==> src/rtl/sysctl_pkg.sv <==
package sysctl_pkg;

   // -------------------------------------------------------------
   // Register offsets (byte addresses)
   // -------------------------------------------------------------
   localparam logic [7:0] OFS_SOFT_RESET = 8'h14;
   localparam logic [7:0] OFS_ARB_CTRL = 8'h20;
   localparam logic [7:0] OFS_PWM_ROUTE = 8'h30;
   localparam logic [7:0] OFS_PIN_ENABLE = 8'h34;
   localparam logic [7:0] OFS_USB_DET = 8'h38;
   localparam logic [7:0] OFS_DRIVE_A = 8'h74;
   localparam logic [7:0] OFS_DRIVE_B = 8'h78;
   localparam logic [7:0] OFS_DRIVE_C = 8'h7c;

   // -------------------------------------------------------------
   // Writable masks and reset values
   // -------------------------------------------------------------
   localparam logic [31:0] MASK_SOFT_RESET = 32'h5a01_0f23;
   localparam logic [31:0] MASK_ARB_CTRL = 32'h0000_0011;
   localparam logic [31:0] MASK_PIN_ENABLE = 32'h00ff_1b7f;
   localparam logic [31:0] MASK_USB_DET = 32'h0000_000f;
   localparam logic [31:0] MASK_DRIVE_A = 32'h0000_ffff;
   localparam logic [31:0] MASK_DRIVE_B = 32'h0000_03ff;
   localparam logic [31:0] MASK_DRIVE_C = 32'h0000_07ff;
   localparam logic [31:0] RESET_VALUE = 32'h0000_0000;

   // -------------------------------------------------------------
   // Field positions
   // -------------------------------------------------------------
   localparam int RST_SPI_SLAVE = 30;
   localparam int RST_ADC = 28;
   localparam int RST_GPIO = 27;
   localparam int RST_SRAM = 25;
   localparam int RST_AUDIO = 16;
   localparam int RST_USB = 11;
   localparam int RST_FLASH_SPI = 10;
   localparam int RST_I2C = 9;
   localparam int RST_PWM = 8;
   localparam int RST_TIMER = 5;
   localparam int RST_SERIAL1 = 1;
   localparam int RST_SERIAL0 = 0;
   localparam int ARB_MODE_BIT = 0;
   localparam int ARB_BOOST_EN_BIT = 4;
   localparam int ARB_BOOST_ACT_BIT = 5;
   localparam int PWM_FIELD_W = 8;
   localparam int PWM_IN_LSB = 5;
   localparam int PIN_ANALOG_LSB = 16;
   localparam int PIN_SER1_MODEM = 12;
   localparam int PIN_SER0_MODEM = 11;
   localparam int PIN_SER1_DATA = 9;
   localparam int PIN_SER0_DATA = 8;
   localparam int PIN_FLASH_SPI = 6;
   localparam int PIN_SPI_MS = 5;
   localparam int PIN_SPI2_LSB = 3;
   localparam int PIN_I2C_LSB = 1;
   localparam int PIN_DEBUG = 0;

   // -------------------------------------------------------------
   // Codes and arbiter constants
   // -------------------------------------------------------------
   localparam logic [2:0] PWM_IN_LAST = 3'h4;
   localparam logic [3:0] USB_DET_GAP = 4'hd;
   localparam logic [3:0] USB_DET_OFF = 4'hf;
   localparam logic [4:0] BURST_MAX = 5'h10;
   localparam int NUM_MASTERS = 3;

   // Owner code: 0 none, 1 cpu, 2 flash spi, 3 audio
   typedef enum logic [1:0] {
      OWN_NONE = 2'b00,
      OWN_CPU = 2'b01,
      OWN_FLASH = 2'b10,
      OWN_AUDIO = 2'b11
   } owner_e;

   typedef struct packed {
      logic [2:0] input_route;
      logic input_valid;
      logic [4:0] output_enables;
   } pwm_route_s;

   typedef struct packed {
      logic [7:0] analog_pin_enables;
      logic serial1_modem_pin_enable;
      logic serial0_modem_pin_enable;
      logic serial1_data_pin_enable;
      logic serial0_data_pin_enable;
      logic flash_spi_pin_enable;
      logic spi_master_slave_pin_enable;
      logic [1:0] second_spi_pin_location;
      logic [1:0] two_wire_pin_location;
      logic debug_port_pin_enable;
      logic [3:0] usb_detect_source_select;
      logic usb_detect_valid;
   } pin_ctrl_s;

endpackage : sysctl_pkg

==> src/rtl/bus_arbiter.sv <==
`timescale 1ns/1ps
`default_nettype none

module bus_arbiter (
   // Clock and reset
   input wire logic clk_sys_i,
   input wire logic rst_n_i,
   // Control
   input wire logic round_robin_i,
   input wire logic cpu_boost_i,
   // Masters: 0 cpu, 1 flash spi, 2 audio
   input wire logic [2:0] req_i,
   input wire logic beat_i,
   output logic [2:0] grant_o
);
   import sysctl_pkg::*;

   logic [2:0] grant_q;
   logic [2:0] grant_d;
   logic [1:0] rr_last_q;
   logic [4:0] beats_q;
   logic burst_end;
   logic [2:0] pick;

   assign burst_end = (beats_q == BURST_MAX - 5'd1) && beat_i;

   // Pick the next owner
   always_comb begin
      pick = 3'b000;
      if (cpu_boost_i && req_i[0]) begin
         pick = 3'b001;
      end else if (!round_robin_i) begin
         if (req_i[2]) begin
            pick = 3'b100;
         end else if (req_i[1]) begin
            pick = 3'b010;
         end else if (req_i[0]) begin
            pick = 3'b001;
         end
      end else begin
         // Last granted drops to lowest priority
         unique case (rr_last_q)
            2'd2: pick = req_i[1] ? 3'b010 : req_i[0] ? 3'b001 :
                         req_i[2] ? 3'b100 : 3'b000;
            2'd1: pick = req_i[0] ? 3'b001 : req_i[2] ? 3'b100 :
                         req_i[1] ? 3'b010 : 3'b000;
            default: pick = req_i[2] ? 3'b100 : req_i[1] ? 3'b010 :
                            req_i[0] ? 3'b001 : 3'b000;
         endcase
      end
   end

   // Owner keeps the bus until it drops the request or the burst ends
   always_comb begin
      if (grant_q != 3'b000 && (grant_q & req_i) != 3'b000 && !burst_end) begin
         grant_d = grant_q;
      end else begin
         grant_d = pick;
      end
   end

   always_ff @(posedge clk_sys_i) begin
      if (!rst_n_i) begin
         grant_q <= 3'b000;
         rr_last_q <= 2'd0;
      end else begin
         grant_q <= grant_d;
         if (grant_d != grant_q && grant_d != 3'b000) begin
            rr_last_q <= grant_d[2] ? 2'd2 : grant_d[1] ? 2'd1 : 2'd0;
         end
      end
   end

   always_ff @(posedge clk_sys_i) begin
      if (!rst_n_i) begin
         beats_q <= 5'd0;
      end else if (grant_d != grant_q || burst_end) begin
         beats_q <= 5'd0;
      end else if (beat_i) begin
         beats_q <= beats_q + 5'd1;
      end
   end

   assign grant_o = grant_q;
endmodule : bus_arbiter

`default_nettype wire

==> src/rtl/pwm_route_decode.sv <==
`timescale 1ns/1ps
`default_nettype none

module pwm_route_decode (
   // Raw field
   input wire logic [7:0] field_i,
   // Decoded routing
   output sysctl_pkg::pwm_route_s route_o
);
   import sysctl_pkg::*;

   // Codes above the last candidate leave the timer input unconnected
   always_comb begin
      route_o.input_route = field_i[7:5];
      route_o.input_valid = (field_i[7:5] <= PWM_IN_LAST);
      route_o.output_enables = field_i[4:0];
   end

endmodule : pwm_route_decode

`default_nettype wire

==> src/rtl/system_global_control.sv <==
// Operation
// - Soft-reset bit one holds peripheral in reset; flash SPIs share one bit.
// - Timer reset bit 5, serial port resets bits 1 and 0.
// - Arbitration mode bit 0: zero fixed, one round-robin.
// - Fixed priority: audio, then flash SPI, then CPU.
// - Boost enable bit 4 gives CPU highest priority during interrupts.
// - Active bit 5 set by boosted interrupt; write one clears.
// - 3-bit timer input route; codes above 100 disable the input.
// - Timer input fields at 31:29, 23:21, 15:13, 7:5.
// - 5-bit output enables per timer, each pin independent.
// - Eight analog pin enable bits hand port-A pins to converter.
// - Two modem pin enables route serial CTS/RTS pins.
// - Two data pin enables route serial TX/RX pins.
// - Bit 6 flash SPI pins, bit 5 SPI master/slave pins.
// - Second SPI location field; software never writes 11.
// - Two-wire location field; software never writes 11.
// - Bit 0 of pin register switches five pins to debug port.
// - USB detect select routes a pin; 0000 and 1111 disable.
// - Port A drive bits 15:0 choose per-pin drive level.
// - Port B bits 9:0 and port C bits 10:0 choose drive.
// - Round-robin demotes the granted master to lowest priority.
// - Active bit only set by hardware; software write never sets it.
// - Ownership broken when transfer count reaches sixteen; fixed mode or boost may re-grant the same owner.
`timescale 1ns/1ps
`default_nettype none

module system_global_control (
   // Clock and reset
   input wire logic clk_sys_i,
   input wire logic rst_n_i,
   // Wishbone slave
   input wire logic wb_cyc_i,
   input wire logic wb_stb_i,
   input wire logic wb_we_i,
   input wire logic [7:0] wb_adr_i,
   input wire logic [3:0] wb_sel_i,
   input wire logic [31:0] wb_dat_i,
   output logic [31:0] wb_dat_o,
   output logic wb_ack_o,
   output logic wb_err_o,
   // Power-on strap for the debug pins
   input wire logic debug_strap_i,
   // Interrupt lines (asynchronous pins, active high here)
   input wire logic ext_fiq_i,
   input wire logic ext_irq_i,
   // Bus masters: 0 cpu, 1 flash spi, 2 audio
   input wire logic [2:0] bus_req_i,
   input wire logic bus_beat_i,
   output logic [2:0] bus_grant_o,
   // Peripheral resets
   output logic spi_slave_block_reset_o,
   output logic adc_reset_o,
   output logic gpio_reset_o,
   output logic sram_reset_o,
   output logic audio_unit_reset_o,
   output logic usb_device_block_reset_o,
   output logic spi_flash_ctrl_reset_o,
   output logic i2c_reset_o,
   output logic pwm_reset_o,
   output logic timer_watchdog_reset_o,
   output logic serial_port1_reset_o,
   output logic serial_port0_reset_o,
   // Pin routing
   output sysctl_pkg::pwm_route_s [3:0] pwm_route_o,
   output sysctl_pkg::pin_ctrl_s pin_ctrl_o,
   output logic [15:0] port_a_drive_bits_o,
   output logic [9:0] port_b_drive_bits_o,
   output logic [10:0] port_c_drive_bits_o
);
   import sysctl_pkg::*;

   // -------------------------------------------------------------
   // Register storage
   // -------------------------------------------------------------
   logic [31:0] soft_reset_q;
   logic [31:0] arb_ctrl_q;
   logic [31:0] pwm_route_q;
   logic [31:0] pin_enable_q;
   logic [31:0] usb_det_q;
   logic [31:0] drive_a_q;
   logic [31:0] drive_b_q;
   logic [31:0] drive_c_q;
   logic ack_q;
   logic err_q;
   logic [31:0] rdata_q;
   logic strap_done_q;
   logic strap_meta_q;
   logic strap_sync_q;
   logic [1:0] irq_meta_q;
   logic [1:0] irq_sync_q;
   logic [31:0] wmask;
   logic req;
   logic wr;
   logic hit;
   logic irq_active;
   logic boost_set;
   logic boost_clr;
   logic [31:0] rdata_d;
   logic [3:0] det;

   // Requests taken only while no ack is outstanding
   assign req = wb_cyc_i && wb_stb_i && !ack_q && !err_q;
   assign wr = req && wb_we_i;
   assign wmask = {{8{wb_sel_i[3]}}, {8{wb_sel_i[2]}},
                   {8{wb_sel_i[1]}}, {8{wb_sel_i[0]}}};

   function automatic logic [31:0] merge(input logic [31:0] old,
                                         input logic [31:0] mask);
      merge = ((old & ~wmask) | (wb_dat_i & wmask)) & mask;
   endfunction : merge

   // -------------------------------------------------------------
   // Address decode
   // -------------------------------------------------------------
   always_comb begin
      hit = 1'b1;
      rdata_d = 32'h0000_0000;
      unique case (wb_adr_i)
         OFS_SOFT_RESET: rdata_d = soft_reset_q;
         OFS_ARB_CTRL: rdata_d = arb_ctrl_q;
         OFS_PWM_ROUTE: rdata_d = pwm_route_q;
         OFS_PIN_ENABLE: rdata_d = pin_enable_q;
         OFS_USB_DET: rdata_d = usb_det_q;
         OFS_DRIVE_A: rdata_d = drive_a_q;
         OFS_DRIVE_B: rdata_d = drive_b_q;
         OFS_DRIVE_C: rdata_d = drive_c_q;
         default: hit = 1'b0;
      endcase
   end

   always_ff @(posedge clk_sys_i) begin
      if (!rst_n_i) begin
         ack_q <= 1'b0;
         err_q <= 1'b0;
         rdata_q <= RESET_VALUE;
      end else begin
         ack_q <= req && hit;
         err_q <= req && !hit;
         if (req && !wb_we_i && hit) begin
            rdata_q <= rdata_d;
         end
      end
   end

   assign wb_ack_o = ack_q;
   assign wb_err_o = err_q;
   assign wb_dat_o = rdata_q;

   // -------------------------------------------------------------
   // Plain read/write registers
   // -------------------------------------------------------------
   always_ff @(posedge clk_sys_i) begin
      if (!rst_n_i) begin
         soft_reset_q <= RESET_VALUE;
         pwm_route_q <= RESET_VALUE;
         usb_det_q <= RESET_VALUE;
         drive_a_q <= RESET_VALUE;
         drive_b_q <= RESET_VALUE;
         drive_c_q <= RESET_VALUE;
      end else if (wr) begin
         unique case (wb_adr_i)
            OFS_SOFT_RESET:
               soft_reset_q <= merge(soft_reset_q, MASK_SOFT_RESET);
            OFS_PWM_ROUTE: pwm_route_q <= merge(pwm_route_q, '1);
            OFS_USB_DET: usb_det_q <= merge(usb_det_q, MASK_USB_DET);
            OFS_DRIVE_A: drive_a_q <= merge(drive_a_q, MASK_DRIVE_A);
            OFS_DRIVE_B: drive_b_q <= merge(drive_b_q, MASK_DRIVE_B);
            OFS_DRIVE_C: drive_c_q <= merge(drive_c_q, MASK_DRIVE_C);
            default: ;
         endcase
      end
   end

   // -------------------------------------------------------------
   // Pin enable register with strap capture
   // -------------------------------------------------------------
   // Static strap pin still crosses into the clock domain
   always_ff @(posedge clk_sys_i) begin
      strap_meta_q <= debug_strap_i;
      strap_sync_q <= strap_meta_q;
   end

   // Strap sampled on the first edge after reset release, not under reset
   always_ff @(posedge clk_sys_i) begin
      if (!rst_n_i) begin
         strap_done_q <= 1'b0;
         pin_enable_q <= RESET_VALUE;
      end else begin
         strap_done_q <= 1'b1;
         if (wr && wb_adr_i == OFS_PIN_ENABLE) begin
            pin_enable_q <= merge(pin_enable_q, MASK_PIN_ENABLE);
         end else if (!strap_done_q) begin
            pin_enable_q[PIN_DEBUG] <= strap_sync_q;
         end
      end
   end

   // -------------------------------------------------------------
   // Arbitration control and interrupt boost
   // -------------------------------------------------------------
   always_ff @(posedge clk_sys_i) begin
      if (!rst_n_i) begin
         irq_meta_q <= 2'b00;
         irq_sync_q <= 2'b00;
      end else begin
         irq_meta_q <= {ext_fiq_i, ext_irq_i};
         irq_sync_q <= irq_meta_q;
      end
   end

   assign irq_active = |irq_sync_q;
   assign boost_set = arb_ctrl_q[ARB_BOOST_EN_BIT] && irq_active;
   assign boost_clr = wr && wb_adr_i == OFS_ARB_CTRL && wb_sel_i[0]
                      && wb_dat_i[ARB_BOOST_ACT_BIT];

   always_ff @(posedge clk_sys_i) begin
      if (!rst_n_i) begin
         arb_ctrl_q <= RESET_VALUE;
      end else begin
         if (wr && wb_adr_i == OFS_ARB_CTRL) begin
            arb_ctrl_q[ARB_MODE_BIT] <= wb_sel_i[0] ? wb_dat_i[ARB_MODE_BIT]
                                        : arb_ctrl_q[ARB_MODE_BIT];
            arb_ctrl_q[ARB_BOOST_EN_BIT] <= wb_sel_i[0]
               ? wb_dat_i[ARB_BOOST_EN_BIT] : arb_ctrl_q[ARB_BOOST_EN_BIT];
         end
         // Set wins over a same-cycle clear
         if (boost_set) begin
            arb_ctrl_q[ARB_BOOST_ACT_BIT] <= 1'b1;
         end else if (boost_clr) begin
            arb_ctrl_q[ARB_BOOST_ACT_BIT] <= 1'b0;
         end
      end
   end

   bus_arbiter u_arbiter (
      .clk_sys_i(clk_sys_i),
      .rst_n_i(rst_n_i),
      .round_robin_i(arb_ctrl_q[ARB_MODE_BIT]),
      .cpu_boost_i(arb_ctrl_q[ARB_BOOST_ACT_BIT]),
      .req_i(bus_req_i),
      .beat_i(bus_beat_i),
      .grant_o(bus_grant_o)
   );

   // -------------------------------------------------------------
   // Peripheral resets, held while the bit reads one
   // -------------------------------------------------------------
   always_comb begin
      spi_slave_block_reset_o = soft_reset_q[RST_SPI_SLAVE];
      adc_reset_o = soft_reset_q[RST_ADC];
      gpio_reset_o = soft_reset_q[RST_GPIO];
      sram_reset_o = soft_reset_q[RST_SRAM];
      audio_unit_reset_o = soft_reset_q[RST_AUDIO];
      usb_device_block_reset_o = soft_reset_q[RST_USB];
      spi_flash_ctrl_reset_o = soft_reset_q[RST_FLASH_SPI];
      i2c_reset_o = soft_reset_q[RST_I2C];
      pwm_reset_o = soft_reset_q[RST_PWM];
      timer_watchdog_reset_o = soft_reset_q[RST_TIMER];
      serial_port1_reset_o = soft_reset_q[RST_SERIAL1];
      serial_port0_reset_o = soft_reset_q[RST_SERIAL0];
   end

   // -------------------------------------------------------------
   // Pin routing decode
   // -------------------------------------------------------------
   for (genvar t = 0; t < 4; t++) begin : g_pwm
      pwm_route_decode u_dec (
         .field_i(pwm_route_q[t*PWM_FIELD_W +: PWM_FIELD_W]),
         .route_o(pwm_route_o[t])
      );
   end

   // Unlisted detect codes treated as disabled
   assign det = usb_det_q[3:0];

   always_comb begin
      pin_ctrl_o.analog_pin_enables = pin_enable_q[PIN_ANALOG_LSB +: 8];
      pin_ctrl_o.serial1_modem_pin_enable = pin_enable_q[PIN_SER1_MODEM];
      pin_ctrl_o.serial0_modem_pin_enable = pin_enable_q[PIN_SER0_MODEM];
      pin_ctrl_o.serial1_data_pin_enable = pin_enable_q[PIN_SER1_DATA];
      pin_ctrl_o.serial0_data_pin_enable = pin_enable_q[PIN_SER0_DATA];
      pin_ctrl_o.flash_spi_pin_enable = pin_enable_q[PIN_FLASH_SPI];
      pin_ctrl_o.spi_master_slave_pin_enable = pin_enable_q[PIN_SPI_MS];
      pin_ctrl_o.second_spi_pin_location = pin_enable_q[PIN_SPI2_LSB +: 2];
      pin_ctrl_o.two_wire_pin_location = pin_enable_q[PIN_I2C_LSB +: 2];
      pin_ctrl_o.debug_port_pin_enable = pin_enable_q[PIN_DEBUG];
      pin_ctrl_o.usb_detect_source_select = det;
      pin_ctrl_o.usb_detect_valid = det != 4'h0 && det != USB_DET_GAP
                                    && det != USB_DET_OFF;
   end

   assign port_a_drive_bits_o = drive_a_q[15:0];
   assign port_b_drive_bits_o = drive_b_q[9:0];
   assign port_c_drive_bits_o = drive_c_q[10:0];
endmodule : system_global_control

`default_nettype wire
==> config.mk <==
export PLATFORM = sky130hd
export DESIGN_NAME = system_global_control
export DESIGN_NICKNAME = d
export VERILOG_FILES = /design/src/rtl/sysctl_pkg.sv /design/src/rtl/bus_arbiter.sv /design/src/rtl/pwm_route_decode.sv /design/src/rtl/system_global_control.sv
export SDC_FILE = /design/constraint.sdc
export NUM_CORES = 1
export LEC_CHECK = 0
export BUFFER_PORTS_ARGS = -buffer_cell sky130_fd_sc_hd__buf_2
export CAP_MARGIN = 30
export CORE_UTILIZATION = 52
export CTS_CLUSTER_DIAMETER = 100
export DETAILED_ROUTE_END_ITERATION = 10
export PLACE_DENSITY = 0.83
export SLEW_MARGIN = 0
export SYNTH_ARGS = -nofsm -noshare
export SYNTH_HDL_FRONTEND = slang
export SYNTH_SLANG_ARGS = --single-unit
==> constraint.sdc <==
create_clock -name clk_sys_i -period 2.9 [get_ports clk_sys_i]
set_input_delay 0.435 -clock clk_sys_i [delete_from_list [all_inputs] [get_ports clk_sys_i]]
set_output_delay 0.435 -clock clk_sys_i [all_outputs]
set_load 0.02 [all_outputs]
== Word-level counts from Yosys, hierarchy flattened ==
Cells that the tools add are included.

* Muxes and demuxes: 22
* Order comparisons: 4
* $add $sub $neg: 1
* Equal/unequal tests: 15
* Reductions and logical operators: 41
* Bitwise logic cells: 18

{| class="wikitable"
|+ Operators by type and width
! kind !! count
|-
| $pmux W32 S8 || 1
|-
| $and A32 B32 Y32 || 2
|-
| $eq A8 B6 Y1 const B || 4
|-
| $not A32 Y32 || 1
|-
| $or A32 B32 Y32 || 1
|-
| $and A31 B31 Y31 || 1
|-
| $or A31 B31 Y31 || 1
|-
| $mux W3 || 10
|-
| $and A24 B24 Y24 || 1
|-
| $eq A8 B7 Y1 const B || 3
|-
| $or A24 B24 Y24 || 1
|-
| $logic_and A1 B1 Y1 || 20
|-
| $and A16 B16 Y16 || 1
|-
| $or A16 B16 Y16 || 1
|-
| $reduce_and A2 Y1 || 7
|-
| $le A3 B3 Y1 const B || 4
|-
| $and A11 B11 Y11 || 1
|-
| $or A11 B11 Y11 || 1
|-
| $and A10 B10 Y10 || 1
|-
| $or A10 B10 Y10 || 1
|-
| $reduce_bool A3 Y1 || 3
|-
| $eq A8 B5 Y1 const B || 1
|-
| $mux W1 || 8
|-
| $ne A4 B4 Y1 const B || 2
|-
| other kinds (18) || 24
|}

* Bits of input ports: 56
* Output and inout port bits: 146
* Register bits after elaboration: 158

== Longest topological paths before layout ==
* Word-level depth: 10
* Depth in mapped cells: 8

== Modules after synthesis ==
A second synthesis with hierarchy kept.

* Cell total of the unflattened synthesis: 866
* Area, all modules: 7475.9 um2

{| class="wikitable"
|+ By module, submodules not included
! module !! sequential area each (um2) !! area an instance (um2) !! cells an instance !! instances
|-
| system_global_control || 2962.8 || 6576.3 || 759 || 1
|-
| bus_arbiter || 200.2 || 639.4 || 71 || 1
|-
| pwm_route_decode || 0.0 || 65.1 || 9 || 4
|}

== Least setup slack after synthesis ==
OpenSTA, ideal clock, no wires.

* Kind: reg2reg
* From: register u_arbiter.rr_last_q[0]
* To: register u_arbiter.beats_q[4]
* Library setup time: 0.103 ns
* Path buffers: 0
* Slack: 0.744 ns
* Period minus slack after synthesis: 2.156 ns
* Arrival: 2.052 ns
* Required time: 2.797 ns
* Stages on the path, launching flop included: 9
* Cell sequence: dfxtp_1 -> inv_1 -> ha_1 -> nand2b_1 -> o2111a_1 -> or3_1 -> a2bb2oi_2 -> a21oi_2 -> a2111oi_2

* Cells in the longest elaborated chain, start to end: 8
* Elaborated cells on any way between the ends: 9
* Those cells by class: 3 x eq/ne; 4 x mux; 2 x reduce/logical

{| class="wikitable"
|+ RTL lines
! item !! RTL line !! RTL
|-
| start, declared || bus_arbiter.sv:20 || <nowiki>logic [1:0] rr_last_q;</nowiki>
|-
| start signal, assigned || bus_arbiter.sv:69 || <nowiki>rr_last_q <= grant_d[2] ? 2'd2 : grant_d[1] ? 2'd1 : 2'd0;</nowiki>
|-
| $eq A2 B1 Y1 / $eq A2 B2 Y1 (equally long branches) || bus_arbiter.sv:42 || <nowiki>unique case (rr_last_q)</nowiki>
|-
| $pmux W3 S2 (*) || bus_arbiter.sv:42 ||
|-
| $mux W3 (*) || bus_arbiter.sv:32 || <nowiki>end else if (!round_robin_i) begin</nowiki>
|-
| $mux W3 (*) || bus_arbiter.sv:30 || <nowiki>if (cpu_boost_i && req_i[0]) begin</nowiki>
|-
| $mux W3 (*) || bus_arbiter.sv:55 || <nowiki>if (grant_q != 3'b000 && (grant_q & req_i) != 3'b000 && !burst_end) begin</nowiki>
|-
| $ne A3 B3 Y1 (*) || bus_arbiter.sv:77 || <nowiki>end else if (grant_d != grant_q || burst_end) begin</nowiki>
|-
| $logic_or A1 B1 Y1 (*) || bus_arbiter.sv:77 ||
|-
| $reduce_or A2 Y1 (no source line) (*) || n/a ||
|-
| end signal, assigned || bus_arbiter.sv:80 || <nowiki>beats_q <= beats_q + 5'd1;</nowiki>
|-
| end, declared || bus_arbiter.sv:21 || <nowiki>logic [4:0] beats_q;</nowiki>
|}

Every way passes the cells marked *; elsewhere a longest branch is shown, timed or not.
A chain may end at the register's enable or synchronous reset.

== Final worst setup path ==
Ends and elaborated chain as after synthesis.

==> key figures <==
Setup path
  – Critical Path Fanout Max: 5
  – CP Launch Type: register
  – CP Class: register to register
  – Crit path DAT: 2.68 ns
  – Critical Path Sink: u_arbiter.beats_q[4]
  – WP data required: 3.22 ns
  – CP startpoint: u_arbiter.rr_last_q[0]
  – Crit path buffers/inverters: 1
  – Worst R2R Path Depth: 8
  – Setup crit end kind: register
  – CP Depth: 8
  – Slowest Stage Delay on Critical Path: 0.36 ns
  – Crit Reg-Reg Endpoint: u_arbiter.beats_q[4]
  – Reg-to-reg critical path startpoint: u_arbiter.rr_last_q[0]
  – Top delay family on crit path: compound AO/OA/AOI/OAI gates
  – CP Cell Sequence: inv_1, ha_1, nand2b_1, o2111a_1, or3_1, a2bb2oi_2, a21oi_2, a2111oi_2
  – Reg2Reg Setup Slack: 0.54 ns
  – Crit path max-delay cell type: or3_1

Global routing
  – GR Layer Usage met2: 46.67%
  – Met3 Usage GRT: 7.819%
  – Met1 usage: 36.81%
  – Pin count of the biggest net entering global routing: 64
  – Initial antenna violation count: 3
  – Vias in the first global route: 6159
  – Global-route wire length before repair: between 30 and 40 mm
  – GR peak layer: met2
  – Total grt overflow: 0
  – GRT Total Usage: between 20% and 30%

STA
  – Worst-Margin Slew: 0.7978 ns
  – Unrepaired setup endpoints after global routing: false
  – Final setup viols: 0
  – Total Neg Setup Slack: 0 ns
  – Final hold violation count: 0
  – Relative slew slack: around 47%
  – Post-route clock period utilization: approximately four fifths
  – Min cycle time layout: 2.365 ns
  – Fmax: 422.9 MHz
  – Layout Skew: roughly 0.0064 ns
  – Slew Limit Fails: 0
  – Hold_ws: 0.1251 ns

Synthesis
  – Post-synth top flop: dfxtp_1
  – Post-synth ARST share: 0%
  – Distinct cells, synth: 66
  – Net count after synthesis: 807
  – Post-synthesis sequential area ratio: 44.60%
  – Number of enable flip-flop cells after synthesis: 0
  – Post-Syn Area: 7092 µm²
  – Mean Syn Cell Area: 9.494 µm²
  – Syn. warnings: 0
  – Yosys reg bits: 158
  – Syn Inst Count: around 750

Run status
  – Status: completed

Finish
  – Area Growth Syn to Fin: 25.21%
  – Final-stage net count: between 1000 and 1500
  – Post-layout util: between 60% and 70%
  – Fraction of layout cells with a size suffix above 1: 28.39%

Placement
  – PortBufs: between 200 and 250
  – DP Wirelength: 14.67 mm
  – Gpl congestion: 0.8395

Clocking
  – Postcts setup bufs: 0
  – CTS Root Cell: clkbuf_16
  – PostCTS Resize Cnt: 0
  – H-tree lvl count: 4
  – CTS Hold Bufs: 0
  – Clock transition at the registers of the reported paths: 0.06 ns
  – CTS buffer count: 17
  – Clk buf depth: 2
  – CTS tree: yes
  – Worst skew pair latency: 0.42 ns
  – Clk sink count: around 160

Floorplanning
  – Initial core utilization: 53.34%
  – Core area: 13300 µm²
  – Chip Width: between 100 and 150 µm
  – Overall die area: 14110 µm²
  – Die H: 118.8 µm
  – Row cnt: 42
  – Top Ports: 202

Route
  – Vias: 6562
  – Routed WL: 20.67 mm
  – Initial DRC Count: 625
  – Post-route ant nets: 0
  – Via density: ~5.8
  – Residual DRC count: 0
  – 1st-pass router iterations: 5
  – Wirelength per Cell: roughly 18 µm

Hold path
  – Worst Hold Class: input port to register

Power
  – Power per cell area: 538.1 nW/µm²
  – P_leak: between 3 and 4 nW
  – VDD IR-drop max: 378.1 µV

Run
  – Max-cap violations: 0
[cells by family (layout without fill, tap and decap cells)]
| family | after synthesis | count (layout) | synth area share (%) |
|---|---|---|---|
| muxes | 78 | 78 | 11.06 |
| buffers and inverters | 49 | 253 | 3.052 |
| adders and majority gates | 4 | 4 | 0.7057 |
| other | 0 | 3 | 0 |
| DFF | 158 | 158 | 44.60 |
| xor gates and xnor gates | 4 | 4 | 0.4941 |
| and+or+nand+nor | 268 | 268 | 20.68 |
| AOI/OAI and AO/OA | 186 | 186 | 19.41 |
[cell usage after synthesis, types with 4 or more instances]
cell type / count / area share (%)
a22o_1: 7 / 0.86
nor3_1: 6 / 0.42
nor2_1: 21 / 1.1
a221o_1: 7 / 0.99
a22oi_1: 13 / 1.4
nor2_4: 6 / 0.95
a221oi_1: 9 / 1.1
a21boi_1: 4 / 0.42
inv_1: 6 / 0.32
a21boi_0: 50 / 5.3
a21oi_1: 10 / 0.71
o211a_1: 13 / 1.8
ha_1: 4 / 0.71
dfxtp_1: 158 / 45
clkbuf_1: 26 / 1.4
and3_1: 7 / 0.62
o21ai_0: 40 / 2.8
and2_1: 9 / 0.79
o2111ai_1: 5 / 0.62
mux2i_1: 75 / 11
nand3_1: 20 / 1.4
nand2_1: 92 / 4.9
a31oi_1: 6 / 0.53
nand4_1: 5 / 0.44
nor2b_1: 74 / 6.5
buf_2: 11 / 0.78
[placed cells by master (no fill, tap or decap), types with 9 or more instances in the layout]
cell	count
and2_1	9
nor2b_1	74
a21oi_1	10
nand3_1	20
o21ai_0	40
o211a_1	13
a21boi_0	50
a221oi_1	9
a22oi_1	13
mux2i_1	75
clkbuf_16	17
buf_4	18
nor2_1	21
buf_2	200
dfxtp_1	158
nand2_1	92
[cell type report]
| type | count | area [µm²] |
|---|---|---|
| Fill cell | 1080 | 4415 |
| Multi-Input combinational cell | 540 | 3719 |
| Sequential cell | 158 | 3163 |
| Timing Repair Buffer | 218 | 1136 |
| Clock buffer | 23 | 478.0 |
| Tap cell | 176 | 220.2 |
| Clock inverter | 6 | 133.9 |
| Inverter | 6 | 22.52 |
| Antenna cell | 3 | 7.507 |
[how the worst min path moves through the flow]
stage | start | endpoint | slack (ns) | cells after the start
4_1_cts | debug_strap_i | strap_meta_q | 0.11 | 1
3_5_place_dp | strap_meta_q | strap_sync_q | 0.31 | 0
2_1_floorplan | strap_meta_q | strap_sync_q | 0.31 | 0
5_1_grt | debug_strap_i | strap_meta_q | 0.12 | 1
3_3_place_gp | strap_meta_q | strap_sync_q | 0.31 | 0
6_report | debug_strap_i | strap_meta_q | 0.13 | 1
[stage by stage]
| step | instances | total power, mW | setup WS, ns | cell area, µm² |
|---|---|---|---|---|
| 4_1_cts | 1127 | 4.795 | 0.5431 | 8872 |
| 6_report | 1130 | 4.778 | 0.5352 | 8880 |
| 3_5_place_dp | 1098 | 2.488 | 0.3938 | 8260 |
| 5_1_grt | 1130 | 4.917 | 0.3532 | 8880 |
| 2_1_floorplan | 747 | 2.387 | 0.7443 | 7092 |
| 3_3_place_gp | 1098 | 2.484 | 0.4569 | 8260 |
[per-layer routing]
metal | wire (µm) | part of all wire [%] | vias up
li1 | - | - | 3077
met1 | 8516 | 41 | 3099
met2 | 9828 | 48 | 338
met3 | 1735 | 8.4 | 48
met4 | 591 | 2.9 | 0
met5 | 0 | 0 | -
[report_power, final]
part	internal [mW]	switching (mW)	total, mW
Combinational	0.101	0.147	0.248
Clock	1.50	0.837	2.33
Sequential	2.19	0.0107	2.20
Total	3.78	0.995	4.78
Power figures use the tool's default switching activity.
